==> config.mk <==
export PLATFORM = sky130hd
export DESIGN_NAME = apdc_regs
export DESIGN_NICKNAME = d
export VERILOG_FILES = /design/src/logic/apdc_pkg.sv /design/src/logic/apdc_regs.sv /design/src/logic/apdc_sense_rate.sv
export SDC_FILE = /design/constraint.sdc
export NUM_CORES = 1
export LEC_CHECK = 0
export BUFFER_PORTS_ARGS = -buffer_cell sky130_fd_sc_hd__buf_2
export CAP_MARGIN = 30
export CORE_ASPECT_RATIO = 0.5
export CORE_UTILIZATION = 50
export CTS_BUF_LIST = sky130_fd_sc_hd__clkbuf_8
export CTS_CLUSTER_DIAMETER = 30
export DETAILED_ROUTE_END_ITERATION = 10
export PLACE_DENSITY = 0.86
export SLEW_MARGIN = 20
export SYNTH_ARGS = -nofsm -noshare
export SYNTH_HDL_FRONTEND = slang
export SYNTH_SLANG_ARGS = --single-unit
export TNS_END_PERCENT = 5
==> constraint.sdc <==
create_clock -name clock_i -period 3.9 [get_ports clock_i]
set_clock_uncertainty 0.2 [all_clocks]
set_input_delay 0.195 -clock clock_i [delete_from_list [all_inputs] [get_ports clock_i]]
set_output_delay 0.195 -clock clock_i [all_outputs]
set_load 0.05 [all_outputs]
==> src/logic/apdc_pkg.sv <==
// Register map, field layout and control carrier of the configuration bank.
// Summary of operation
// RULE1: Current-sense off bit set disables sensing
// RULE2: Boost off at bit 3 forces battery supply
// RULE3: Amplifier off at bit 2 stops amp and DAC
// RULE4: Bit 1 set restricts stage to battery rail
// RULE5: Master power-down bit 0, resets set, idles all
// RULE6: Sense rate field [5:4] divides DAC rate
// RULE7: Sense high-pass bit 3, resets on
// RULE8: Edge-rate bit 2 selects low-EMI slow edge_rate_select
// RULE9: Gain bit 0 selects 3.6 or 5.2 V
// RULE10: DAC high-pass bit resets on, filters input
// RULE11: Low-power bit picks 64 or 128 fs
// RULE12: Rate range [2:0] resets 010, reserved refused
// RULE13: Hard-volume bit 7 skips soft volume ramp
// RULE14: Mute bit 6 silences DAC output
package apdc_pkg;

   // ---------------------------------------------------------------
   // Register offsets and reset values
   // ---------------------------------------------------------------
   localparam logic [7:0] APDC_OFS_POWER = 8'h00;
   localparam logic [7:0] APDC_OFS_AMP   = 8'h01;
   localparam logic [7:0] APDC_OFS_DAC   = 8'h02;
   localparam logic [7:0] APDC_RST_POWER = 8'h81;
   localparam logic [7:0] APDC_RST_AMP   = 8'h09;
   localparam logic [7:0] APDC_RST_DAC   = 8'h32;

   // ---------------------------------------------------------------
   // Field positions
   // ---------------------------------------------------------------
   localparam int APDC_PWR_ISNS   = 4;
   localparam int APDC_PWR_BOOST  = 3;
   localparam int APDC_PWR_AMP    = 2;
   localparam int APDC_PWR_BATT   = 1;
   localparam int APDC_PWR_MASTER_SOFT_POWERDOWN  = 0;
   localparam int APDC_AMP_DIV_LO = 4;
   localparam int APDC_AMP_HPF    = 3;
   localparam int APDC_AMP_EDGE   = 2;
   localparam int APDC_AMP_GAIN   = 0;
   localparam int APDC_IMMEDIATE_VOLUME_CHANGE     = 7;
   localparam int APDC_DAC_MUTE   = 6;
   localparam int APDC_CONVERTER_HIGHPASS_ENABLE    = 5;
   localparam int APDC_CONVERTER_LOW_POWER    = 4;
   localparam int APDC_DAC_RATE_LO = 0;
   localparam logic [2:0] APDC_RATE_MAX = 3'h4;

   // ---------------------------------------------------------------
   // Control carrier to the analog and datapath blocks
   // ---------------------------------------------------------------
   typedef struct packed {
      logic       current_sense_en;
      logic       boost_en;
      logic       amp_dac_en;
      logic       battery_only;
      logic       five_level_en;
      logic       sense_hpf_en;
      logic       low_emi_edge_rate_select;
      logic       gain_5v2;
      logic       hard_volume;
      logic       dac_mute;
      logic       converter_highpass_enable_en;
      logic       mod_64fs;
      logic [2:0] rate_range;
      logic [1:0] sense_div;
   } apdc_ctrl_s;

endpackage : apdc_pkg

==> src/logic/apdc_regs.sv <==
// Power, amplifier/sense and DAC configuration registers with control map.
`timescale 1ns/1ps
`default_nettype none
module apdc_regs
   import apdc_pkg::*;
(
   input  wire logic       clock_i,
   input  wire logic       rst_i,
   input  wire logic [7:0] reg_addr_i,
   input  wire logic [7:0] reg_wdata_i,
   input  wire logic       reg_wr_i,
   input  wire logic       reg_rd_i,
   output logic [7:0]      reg_rdata_o,
   output logic            reg_rvalid_o,
   input  wire logic       dac_sample_i,
   output logic            sense_sample_o,
   output apdc_ctrl_s      ctrl_o
);

   // ---------------------------------------------------------------
   // Storage
   // ---------------------------------------------------------------
   logic [7:0] power_down_control_r;
   logic [7:0] amplifier_sense_config_r;
   logic [7:0] converter_playback_config_r;
   logic [7:0] rdata_r;
   logic       rvalid_r;
   apdc_ctrl_s ctrl_r;
   apdc_ctrl_s ctrl_nxt;

   logic       wr_power;
   logic       wr_amp;
   logic       wr_dac;
   logic [2:0] new_rate;

   // Control-port address decode
   always_comb begin
      wr_power = 1'b0;
      wr_amp   = 1'b0;
      wr_dac   = 1'b0;
      if (reg_addr_i == APDC_OFS_POWER) begin
         wr_power = reg_wr_i;
      end else if (reg_addr_i == APDC_OFS_AMP) begin
         wr_amp = reg_wr_i;
      end else if (reg_addr_i == APDC_OFS_DAC) begin
         wr_dac = reg_wr_i;
      end
   end

   assign new_rate = reg_wdata_i[APDC_DAC_RATE_LO +: 3];

   // ---------------------------------------------------------------
   // Register writes
   // ---------------------------------------------------------------
   // Upper power bits are only stored here; their logic lives elsewhere
   always_ff @(posedge clock_i) begin
      if (rst_i) begin
         power_down_control_r <= APDC_RST_POWER; // RULE5
      end else if (wr_power) begin
         power_down_control_r <= reg_wdata_i;
      end
   end

   always_ff @(posedge clock_i) begin
      if (rst_i) begin
         amplifier_sense_config_r <= APDC_RST_AMP; // RULE7
      end else if (wr_amp) begin
         amplifier_sense_config_r <= reg_wdata_i;
      end
   end

   // Reserved rate codes would leave the clocking undefined: keep old code
   always_ff @(posedge clock_i) begin
      if (rst_i) begin
         converter_playback_config_r <= APDC_RST_DAC; // RULE10
      end else if (wr_dac) begin
         converter_playback_config_r[7:3] <= reg_wdata_i[7:3];
         if (new_rate <= APDC_RATE_MAX) begin
            converter_playback_config_r[2:0] <= new_rate; // RULE12
         end
      end
   end

   // ---------------------------------------------------------------
   // Read path: unmapped offsets read as zero
   // ---------------------------------------------------------------
   always_ff @(posedge clock_i) begin
      if (rst_i) begin
         rdata_r  <= 8'h00;
         rvalid_r <= 1'b0;
      end else begin
         rvalid_r <= reg_rd_i;
         if (!reg_rd_i) begin
            rdata_r <= 8'h00;
         end else if (reg_addr_i == APDC_OFS_POWER) begin
            rdata_r <= power_down_control_r;
         end else if (reg_addr_i == APDC_OFS_AMP) begin
            rdata_r <= amplifier_sense_config_r;
         end else if (reg_addr_i == APDC_OFS_DAC) begin
            rdata_r <= converter_playback_config_r;
         end else begin
            rdata_r <= 8'h00;
         end
      end
   end

   assign reg_rdata_o  = rdata_r;
   assign reg_rvalid_o = rvalid_r;

   // ---------------------------------------------------------------
   // Control mapping
   // ---------------------------------------------------------------
   function automatic apdc_ctrl_s map_ctrl(input logic [7:0] p,
                                           input logic [7:0] a,
                                           input logic [7:0] d);
      apdc_ctrl_s c;
      logic       run;
      run = !p[APDC_PWR_MASTER_SOFT_POWERDOWN]; // RULE5
      c.current_sense_en = run && !p[APDC_PWR_ISNS]; // RULE1
      c.boost_en         = run && !p[APDC_PWR_BOOST]; // RULE2
      c.amp_dac_en       = run && !p[APDC_PWR_AMP]; // RULE3
      // No boosted rail exists while boost is off or idle
      c.battery_only     = p[APDC_PWR_BATT] || !c.boost_en; // RULE4 RULE2
      c.five_level_en    = !c.battery_only; // RULE4
      c.sense_hpf_en     = a[APDC_AMP_HPF]; // RULE7
      c.low_emi_edge_rate_select    = a[APDC_AMP_EDGE]; // RULE8
      c.gain_5v2         = a[APDC_AMP_GAIN]; // RULE9
      c.sense_div        = a[APDC_AMP_DIV_LO +: 2]; // RULE6
      c.hard_volume      = d[APDC_IMMEDIATE_VOLUME_CHANGE]; // RULE13
      c.dac_mute         = d[APDC_DAC_MUTE]; // RULE14
      c.converter_highpass_enable_en       = d[APDC_CONVERTER_HIGHPASS_ENABLE]; // RULE10
      c.mod_64fs         = d[APDC_CONVERTER_LOW_POWER]; // RULE11
      c.rate_range       = d[APDC_DAC_RATE_LO +: 3]; // RULE12
      return c;
   endfunction : map_ctrl

   assign ctrl_nxt = map_ctrl(power_down_control_r, amplifier_sense_config_r,
                              converter_playback_config_r);

   always_ff @(posedge clock_i) begin
      if (rst_i) begin
         ctrl_r <= map_ctrl(APDC_RST_POWER, APDC_RST_AMP, APDC_RST_DAC);
      end else begin
         ctrl_r <= ctrl_nxt;
      end
   end

   assign ctrl_o = ctrl_r;

   // ---------------------------------------------------------------
   // Sense sample rate
   // ---------------------------------------------------------------
   apdc_sense_rate #(
      .CNT_W          (3)
   ) u_sense_rate (
      .clock_i        (clock_i),
      .rst_i          (rst_i),
      .enable_i       (ctrl_r.current_sense_en),
      .dac_sample_i   (dac_sample_i),
      .div_i          (ctrl_r.sense_div),
      .sense_sample_o (sense_sample_o)
   );

   logic [3:0] samp_gap_r;
   always_ff @(posedge clock_i) begin
      if (rst_i || sense_sample_o || !ctrl_r.current_sense_en) begin
         samp_gap_r <= 4'h0;
      end else if (dac_sample_i && samp_gap_r != 4'hf) begin
         samp_gap_r <= samp_gap_r + 4'h1;
      end
   end
endmodule : apdc_regs
`default_nettype wire

==> src/logic/apdc_sense_rate.sv <==
// Sense sample strobe generator: divides the DAC sample strobe.
`timescale 1ns/1ps
`default_nettype none
module apdc_sense_rate
   import apdc_pkg::*;
#(
   parameter int CNT_W = 3
) (
   input  wire logic       clock_i,
   input  wire logic       rst_i,
   input  wire logic       enable_i,
   input  wire logic       dac_sample_i,
   input  wire logic [1:0] div_i,
   output logic            sense_sample_o
);

   logic [CNT_W-1:0] cnt_r;
   logic             sense_sample_r;

   // Mask of counter bits that must be zero for a sense sample
   function automatic logic [CNT_W-1:0] div_mask(input logic [1:0] d);
      logic [CNT_W-1:0] m;
      m = '0;
      case (d)
         2'h1:    m = 3'h1;
         2'h2:    m = 3'h3;
         2'h3:    m = 3'h7;
         default: m = 3'h0;
      endcase
      return m;
   endfunction : div_mask

   // Counter cleared to zero while disabled so restart phase is known
   always_ff @(posedge clock_i) begin
      if (rst_i || !enable_i) begin
         cnt_r <= '0;
      end else if (dac_sample_i) begin
         cnt_r <= cnt_r + 3'h1;
      end
   end

   always_ff @(posedge clock_i) begin
      if (rst_i) begin
         sense_sample_r <= 1'b0;
      end else begin
         sense_sample_r <= enable_i && dac_sample_i &&
                           ((cnt_r & div_mask(div_i)) == 3'h0); // RULE6
      end
   end

   assign sense_sample_o = sense_sample_r;

endmodule : apdc_sense_rate
`default_nettype wire

==> out/metrics.cfg, run 1 <==
[power]
ir_drop_uv = 226
pwr_density_cell_mw_per_mm2 = 381
p_leak_nw = 1.05

[route]
antenna_left = 0
num_vias = 1677
routed.top_layer = met4
wire_per_inst_um = 14.2
drt-met1-wl_um = 1960
route.met2.wl_um = 1970
viasPerCell = 5.46
drtIter0Drc = 147
first_pass_iters = 4
drc = 0
routed_wl_um = 4370
wl_met3_um = 309

[setup_path]
path_buf_inv = 1
cpMaxStageDelayCell = nor4_2
worstReg2RegEnd = ctrl_o[13]
crit_path_max_incr_delay_ns = 0.79
reg2reg_slack_ns = 2.65
startpoint_type = primary input
worstPathMaxFanout = 10
crit_family = simple AND/OR/NAND/NOR gates
crit_arrival_ns = 1.84
required_ns = 3.94
path_cells = buf_2 > nor4_2 > nand3_1 > nor2_1
cp.depth = 4
rr_worst_depth = 2
cp-end-kind = register
r2r_start = power_down_control_r[0]
worstSetupPathType = in2reg

[finish]
stdcell_area_mm2 = 0.00247
n_antenna_cell = 0
areaGrowthSynthToFinish_pct = 21.3
nets = 277
layout_common_cells = dfxtp_1, buf_2, mux2i_1
post-route-util_pct = 67.4
regArea_mm2 = 0.00108
num-fill-cells = 276
final_common_cell = dfxtp_1
layout-drive-gt1-share_pct = 25.8
multiInputGateArea_um2 = 867

[global_routing]
track_usage_pct = 21.2
grt_max_degree = 26
grt_pass1_wl_um = 6800
gr-total-overflow = 0
grt_pass1_vias = 1483
antenna_found_initial = 0

[logic_synthesis]
avgSynthCellArea_um2 = 10.1
synth.top_cell.area_share_pct = 53.1
synth-async-reset-ratio_pct = 0
synth_area_leaders = dfxtp_1, mux2i_1, nand2_1, nor2_1, a2bb2oi_1
netlist-cell-type-count = 35
synthesis.nets = 224
syn-cell-area_mm2 = 0.00203
synth_seq_area_share_pct = 53.1
ys_seq_elements = 54
synth_warnings = 0
synth_cells = 202
yosys.area.top_type = dfxtp_1
synth_ff_type = dfxtp_1
synth-edff-count = 0

[clock_tree]
cts_resized = 0
cts.clk_slew.worst_paths_ns = 0.11
cts_setup_buffers = 0
clk_latency_ns = 0.32
cts_num_sinks = 54
cts_made_buffers = 5
root_buffer = clkbuf_8
cts_tree = done
ctsHoldBuffers = 8
clock_path_buffers = 2
ctsHtreeMaxLevel = 2

[sta]
relSlewSlack_pct = 40.2
slew_viol_final = 0
period_share_pct = 46.1
finalHoldViolations = 0
worst_pin_slew_ns = 0.889
rsz0062_at_grt = no
post-route-min-period_ns = 1.80
setup_slack_ns = 2.10
finalSetupViolCount = 0
tns_ns = 0
max_freq_mhz = 556

[worst_hold_path]
hold_end = amplifier_sense_config_r[0]
holdPathStages = 3
hold_class = in2reg
worstHoldStart = reg_wdata_i[0]

[floorplan]
dieArea_mm2 = 0.00434
die_x_um = 92.2
io_pins = 48
coreArea_mm2 = 0.00366
std_cell_rows = 15
initial_core_util_pct = 55.6
chipHeight_um = 47.1

[run]
maxCapViolations = 0

[placement]
dpl_cell_area_mm2 = 0.00228
io_buffer_count = 47
gp_congestion = 0.911
hpwlAfterDp_um = 3080
dpl_worst_slack_ns = 1.80

[outcome]
status = finished clean

-- power by group --
group          internal [mW]  switching (mW)
registers              0.552        0.000379
clock network          0.130           0.194
logic                 0.0252          0.0378
total                  0.707           0.232
-- cells by family after synthesis --
group	Yosys count	share of synthesized area (%)
compound gates	27	9.35
xor+xnor	2	0.861
fa+ha+maj	1	0.615
buf+inv	20	4.24
flops	54	53.1
mux	25	12.3
simple gates	73	19.5
-- tightest hold or removal path, delay by kind of cell --
kind,cells,cell delay (ns)
buf+inv,1,0.12
mux,1,0.11
simple gates,1,0.06
-- layout make-up --
type	instances	area share, %
Clock buffer	5	2.79
Clock inverter	3	1.01
Inverter	9	1.37
Multi-Input combinational cell	128	35.1
Sequential cell	54	43.8
Tap cell	51	2.59
Timing Repair Buffer	57	13.3
-- sequential cells by signal (all words and copies together), names as in the netlist --
| name | count |
|---|---|
| u_sense_rate.sense_sample_o | 1 |
| amplifier_sense_config_r | 8 |
| reg_rdata_o | 8 |
| u_sense_rate.cnt_r | 3 |
| ctrl_o | 17 |
| power_down_control_r | 8 |
| converter_playback_config_r | 8 |
| reg_rvalid_o | 1 |
-- per-stage QoR --
stage / total power, mW / cells / hold WS [ns]
floorplan: 0.599 / 202 / 0.0666
global placement: 0.618 / 289 / 0.231
detailed placement: 0.620 / 289 / 0.241
CTS: 0.941 / 305 / 0.0108
global route: 0.967 / 307 / 0.0260
finish: 0.940 / 307 / 0.0163
-- cell usage after synthesis (2+ instances only) --
| cell type | n |
|---|---|
| a2bb2oi_1 | 8 |
| nor4_1 | 4 |
| a31oi_1 | 2 |
| nor2b_1 | 6 |
| or2_2 | 3 |
| a21oi_1 | 6 |
| dfxtp_1 | 54 |
| nor3_1 | 4 |
| o31ai_1 | 3 |
| nand4_1 | 5 |
| a41oi_1 | 2 |
| inv_1 | 8 |
| nor2_1 | 20 |
| clkbuf_1 | 7 |
| o21ai_0 | 4 |
| mux2i_1 | 25 |
| buf_1 | 2 |
| nand2_1 | 21 |
| nor4_4 | 2 |
-- per-layer routing --
metal / up-vias / GRT usage, %
met2: 73 / 33.6
met1: 772 / 27.4
li1: 813 / -
met5: - / 0
met3: 19 / 5.83
met4: 0 / 12.2
-- worst max-delay path by stage --
| stage | endpoint | from |
|---|---|---|
| floorplan | power_down_control_r[0] | reg_addr_i[3] |
| global placement | power_down_control_r[0] | reg_addr_i[3] |
| detailed placement | power_down_control_r[6] | reg_addr_i[3] |
| CTS | power_down_control_r[2] | reg_addr_i[3] |
| global route | reg_rdata_o[5] | reg_addr_i[3] |
| finish | reg_rdata_o[3] | reg_addr_i[3] |
Note: power is estimated with default switching activity, not from simulation.
==> run 2, diff against run 1 <==
Settings changed: CORE_UTILIZATION 50 to 49, PLACE_DENSITY 0.86 to 0.88.
Clock period 3.9 ns to 1.6 ns, I/O delays scaled along.
==> out/metrics.cfg, run 2 (same netlist as run 1, synthesis figures left out) <==
[finish]
stdcell_area_mm2 = 0.00266
layout_common_cells = dfxtp_1, buf_2, mux2i_1
n_antenna_cell = 0
instances_no_fill = 327
nets = 294
largest_reg_flops = 17
num-fill-cells = 319
layout-drive-gt1-share_pct = 28.9
post-route-util_pct = 67.3
areaGrowthSynthToFinish_pct = 30.5
final_common_cell = dfxtp_1

[floorplan]
initial_core_util_pct = 51.6
chipHeight_um = 47.6
dieArea_mm2 = 0.00443
std_cell_rows = 16
coreArea_mm2 = 0.00394
die_x_um = 93.1
io_pins = 48

[setup_path]
worstSetupPathType = in2reg
path_cells = buf_2 > or4_4 > or4_1 > mux2i_1
startpoint = reg_addr_i[3]
r2r_start = power_down_control_r[0]
rr_worst_depth = 2
crit_family = simple AND/OR/NAND/NOR gates
required_ns = 1.59
reg2reg_slack_ns = 0.33
endpoint = amplifier_sense_config_r[1]
worstReg2RegEnd = ctrl_o[13]
crit_path_max_incr_delay_ns = 0.59
worstPathMaxFanout = 5
cp-end-kind = register
startpoint_type = primary input
cpMaxStageDelayCell = or4_4
path_buf_inv = 1
cp.depth = 4
crit_arrival_ns = 1.51

[power]
p_leak_nw = 1.15
power_mw = 2.44
pwr_density_cell_mw_per_mm2 = 920
ir_drop_uv = 686

[route]
routed_wl_um = 4610
drtIter0Drc = 48
num_vias = 1724
antenna_left = 0
first_pass_iters = 4
wire_per_inst_um = 14.1
drc = 0
viasPerCell = 5.27

[placement]
gp_congestion = 0.922
io_buffer_count = 47
hpwlAfterDp_um = 3220
dpl_worst_slack_ns = -0.237
dp.cells = 307
dpl_cell_area_mm2 = 0.00242

[worst_hold_path]
hold_class = in2reg
holdPathStages = 4

[clock_tree]
ctsHtreeMaxLevel = 2
cts_setup_buffers = 0
clk_latency_ns = 0.30
root_buffer = clkbuf_8
cts_num_sinks = 54
clock_path_buffers = 2
cts_made_buffers = 5
cts.clk_slew.worst_paths_ns = 0.10
cts_tree = done

[sta]
finalSetupViolCount = 0
worst_pin_slew_ns = 0.496
slew_viol_final = 0
max_freq_mhz = 658
post-route-min-period_ns = 1.52
rsz0062_at_grt = no
period_share_pct = 95.0
finalHoldViolations = 0
setup_slack_ns = 0.0795
relSlewSlack_pct = 66.6

[global_routing]
gr-total-overflow = 0
track_usage_pct = 21.8
grt_pass1_wl_um = 7130
grt_pass1_vias = 1537
antenna_found_initial = 0
grt_max_degree = 26

[run]
maxCapViolations = 0

[outcome]
status = finished clean

-- run 2: cell types whose count changed in the layout (fill, tap and decap cells not counted) --
cell	previous run	this run
buf_4	1	13
dlygate4sd3_1	8	12
buf_12	0	2
buf_2	48	47
bufinv_16	0	1
clkinv_2	0	1
clkinv_4	1	0
clkinvlp_4	1	0
-- run 2: how the worst min path moves through the flow --
| stage | startpoint | endpoint | slack [ns] |
|---|---|---|---|
| 6_report | reg_addr_i[5] | converter_playback_config_r[2] | 0.06 |
| 5_1_grt | reg_addr_i[1] | reg_rdata_o[1] | 0.06 |
| 4_1_cts | reg_addr_i[3] | converter_playback_config_r[7] | 0.05 |
| 3_5_place_dp | reg_rd_i | reg_rvalid_o | 0.15 |
| 3_3_place_gp | reg_wdata_i[6] | converter_playback_config_r[6] | 0.15 |
| 2_1_floorplan | rst_i | ctrl_o[4] | -0.05 |
-- run 2: timing repair --
item	in CTS	in global routing
hold buffers	12	0
hold endpoints to repair	33	0
setup endpoints to repair	0	0
resized for setup	0	0
-- run 2: metrics by stage --
stage / setup TNS [ns] / hold slack [ns]
global route: 0 / 0.0607
finish: 0 / 0.0562
global placement: -1.35 / 0.148
CTS: 0 / 0.0502
floorplan: -1.74 / -0.0484
detailed placement: -2.02 / 0.154
-- run 2: worst min-delay path: cells and delay by family --
family	cells	cell delay (ns)
and+or+nand+nor	3	0.35
buffers and inverters	1	0.09
-- run 2: power by group --
part	total (mW)	internal (mW)	switching, mW
clock	0.909	0.469	0.440
combinational	0.187	0.0858	0.101
sequential	1.35	1.35	0.000958
total	2.44	1.90	0.542
-- run 2: area by class of cell --
type	instances	area, um2	share of cell area, %
clock buffer	5	68.8	2.59
multi-input combinational	128	867	32.7
inverter	9	33.8	1.27
sequential	54	1080	40.7
clock inverter	3	43.8	1.65
tap	54	67.6	2.54
timing repair buffer	74	493	18.6
-- run 2: per-layer routing --
metal / share of wire, % / up-vias / track usage (%) / wire (um)
met4: 0.76 / 0 / 7.08 / 35
met2: 47 / 46 / 37.6 / 2190
li1: - / 842 / - / -
met1: 47 / 831 / 27.4 / 2180
met3: 4.6 / 5 / 6.35 / 213
met5: 0 / - / 0 / 0
==> run 3, diff against run 2 <==
Settings changed: RECOVER_POWER set to 25.
==> out/metrics.cfg, run 3 (same netlist as run 1, synthesis figures left out) <==
[floorplan]
std_cell_rows = 16
coreArea_mm2 = 0.00394
initial_core_util_pct = 51.6
dieArea_mm2 = 0.00443
io_pins = 48
die_x_um = 93.1
chipHeight_um = 47.6

[run]
maxCapViolations = 0

[finish]
layout-drive-gt1-share_pct = 23.1
nets = 294
largest_reg_flops = 17
layout_common_cells = dfxtp_1, buf_2, mux2i_1
post-route-util_pct = 66.8
instances_no_fill = 327
final_common_cell = dfxtp_1
areaGrowthSynthToFinish_pct = 29.5
n_antenna_cell = 0

[setup_path]
cp-end-kind = register
rr_worst_depth = 2
worstSetupPathType = in2reg
required_ns = 1.59
worstPathMaxFanout = 5
startpoint_type = primary input
crit_arrival_ns = 1.51

[route]
viasPerCell = 5.24
antenna_left = 0
drtIter0Drc = 49
drc = 0
first_pass_iters = 4
num_vias = 1713
wire_per_inst_um = 14.1
routed_wl_um = 4600

[clock_tree]
clock_path_buffers = 2
cts_tree = done
cts_made_buffers = 5
ctsHtreeMaxLevel = 2
cts.clk_slew.worst_paths_ns = 0.10
cts_setup_buffers = 0
cts_num_sinks = 54
root_buffer = clkbuf_8
cts_resized = 0
ctsHoldBuffers = 12
clk_latency_ns = 0.30

[global_routing]
grt_max_degree = 26
gr-total-overflow = 0
antenna_found_initial = 0
grt_pass1_vias = 1537
track_usage_pct = 21.8
grt_pass1_wl_um = 7130

[placement]
dpl_worst_slack_ns = -0.237
gp_congestion = 0.922
io_buffer_count = 47
dp.cells = 307
hpwlAfterDp_um = 3220

[sta]
finalHoldViolations = 0
rsz0062_at_grt = no
setup_slack_ns = 0.0805
worst_pin_slew_ns = 0.603
finalSetupViolCount = 0
post-route-min-period_ns = 1.52
max_freq_mhz = 658
period_share_pct = 95.0
relSlewSlack_pct = 60.0
slew_viol_final = 0

[power]
pwr_density_cell_mw_per_mm2 = 926
p_leak_nw = 1.09
ir_drop_uv = 685
power_mw = 2.44

[worst_hold_path]
holdPathStages = 4
hold_class = in2reg

[outcome]
status = finished clean

==> run 3: cell types whose count changed in the layout (fill, tap and decap cells not counted), sizes merged <==
cell | previous run | this run
clkbuf | 5 | 21
buf | 62 | 46
==> run 3: final cells by class <==
class                           count  area [um2]
Clock buffer                        5        68.8
Clock inverter                      3        43.8
Fill cell                         323        1310
Inverter                            9        33.8
Multi-Input combinational cell    128         867
Sequential cell                    54        1080
Tap cell                           54        67.6
Timing Repair Buffer               74         473
==> run 3: layer usage <==
layer  up-vias  GRT usage, %  share of wire [%]
met5         -             0                  0
met4         0          7.08               0.76
met3         5          6.35                5.2
met2        42          37.6                 47
met1       823          27.4                 47
li1        843             -                  -
==> run 3: worst max-delay path: stages <==
cell and delay [ns]:
buf_2 0.11, or4_4 0.59, or4_1 0.57, mux2i_1 0.16
==> run 3: worst paths after layout <==
kind                               start                             end  slack (ns)
min                        reg_addr_i[5]  converter_playback_config_r[2]        0.06
max                        reg_addr_i[3]     amplifier_sense_config_r[1]        0.08
max reg2reg      power_down_control_r[0]                      ctrl_o[13]        0.33
min reg2reg  amplifier_sense_config_r[2]                      ctrl_o[10]        0.26
==> run 3: per-stage QoR <==
| step | setup TNS, ns | hold slack (ns) | cell area [um2] |
|---|---|---|---|
| 2_1_floorplan | -1.74 | -0.0484 | 2030 |
| 3_3_place_gp | -1.35 | 0.148 | 2420 |
| 3_5_place_dp | -2.02 | 0.154 | 2420 |
| 4_1_cts | 0 | 0.0502 | 2660 |
| 5_1_grt | 0 | 0.0607 | 2640 |
| 6_report | 0 | 0.0561 | 2640 |
==> run 3: power by group <==
group | leakage, nW | switching [mW] | internal (mW) | total (mW)
Sequential | 0.436 | 0.000995 | 1.35 | 1.35
Clock | 0.0585 | 0.439 | 0.469 | 0.908
Combinational | 0.600 | 0.101 | 0.0853 | 0.186
Total | 1.09 | 0.540 | 1.90 | 2.44
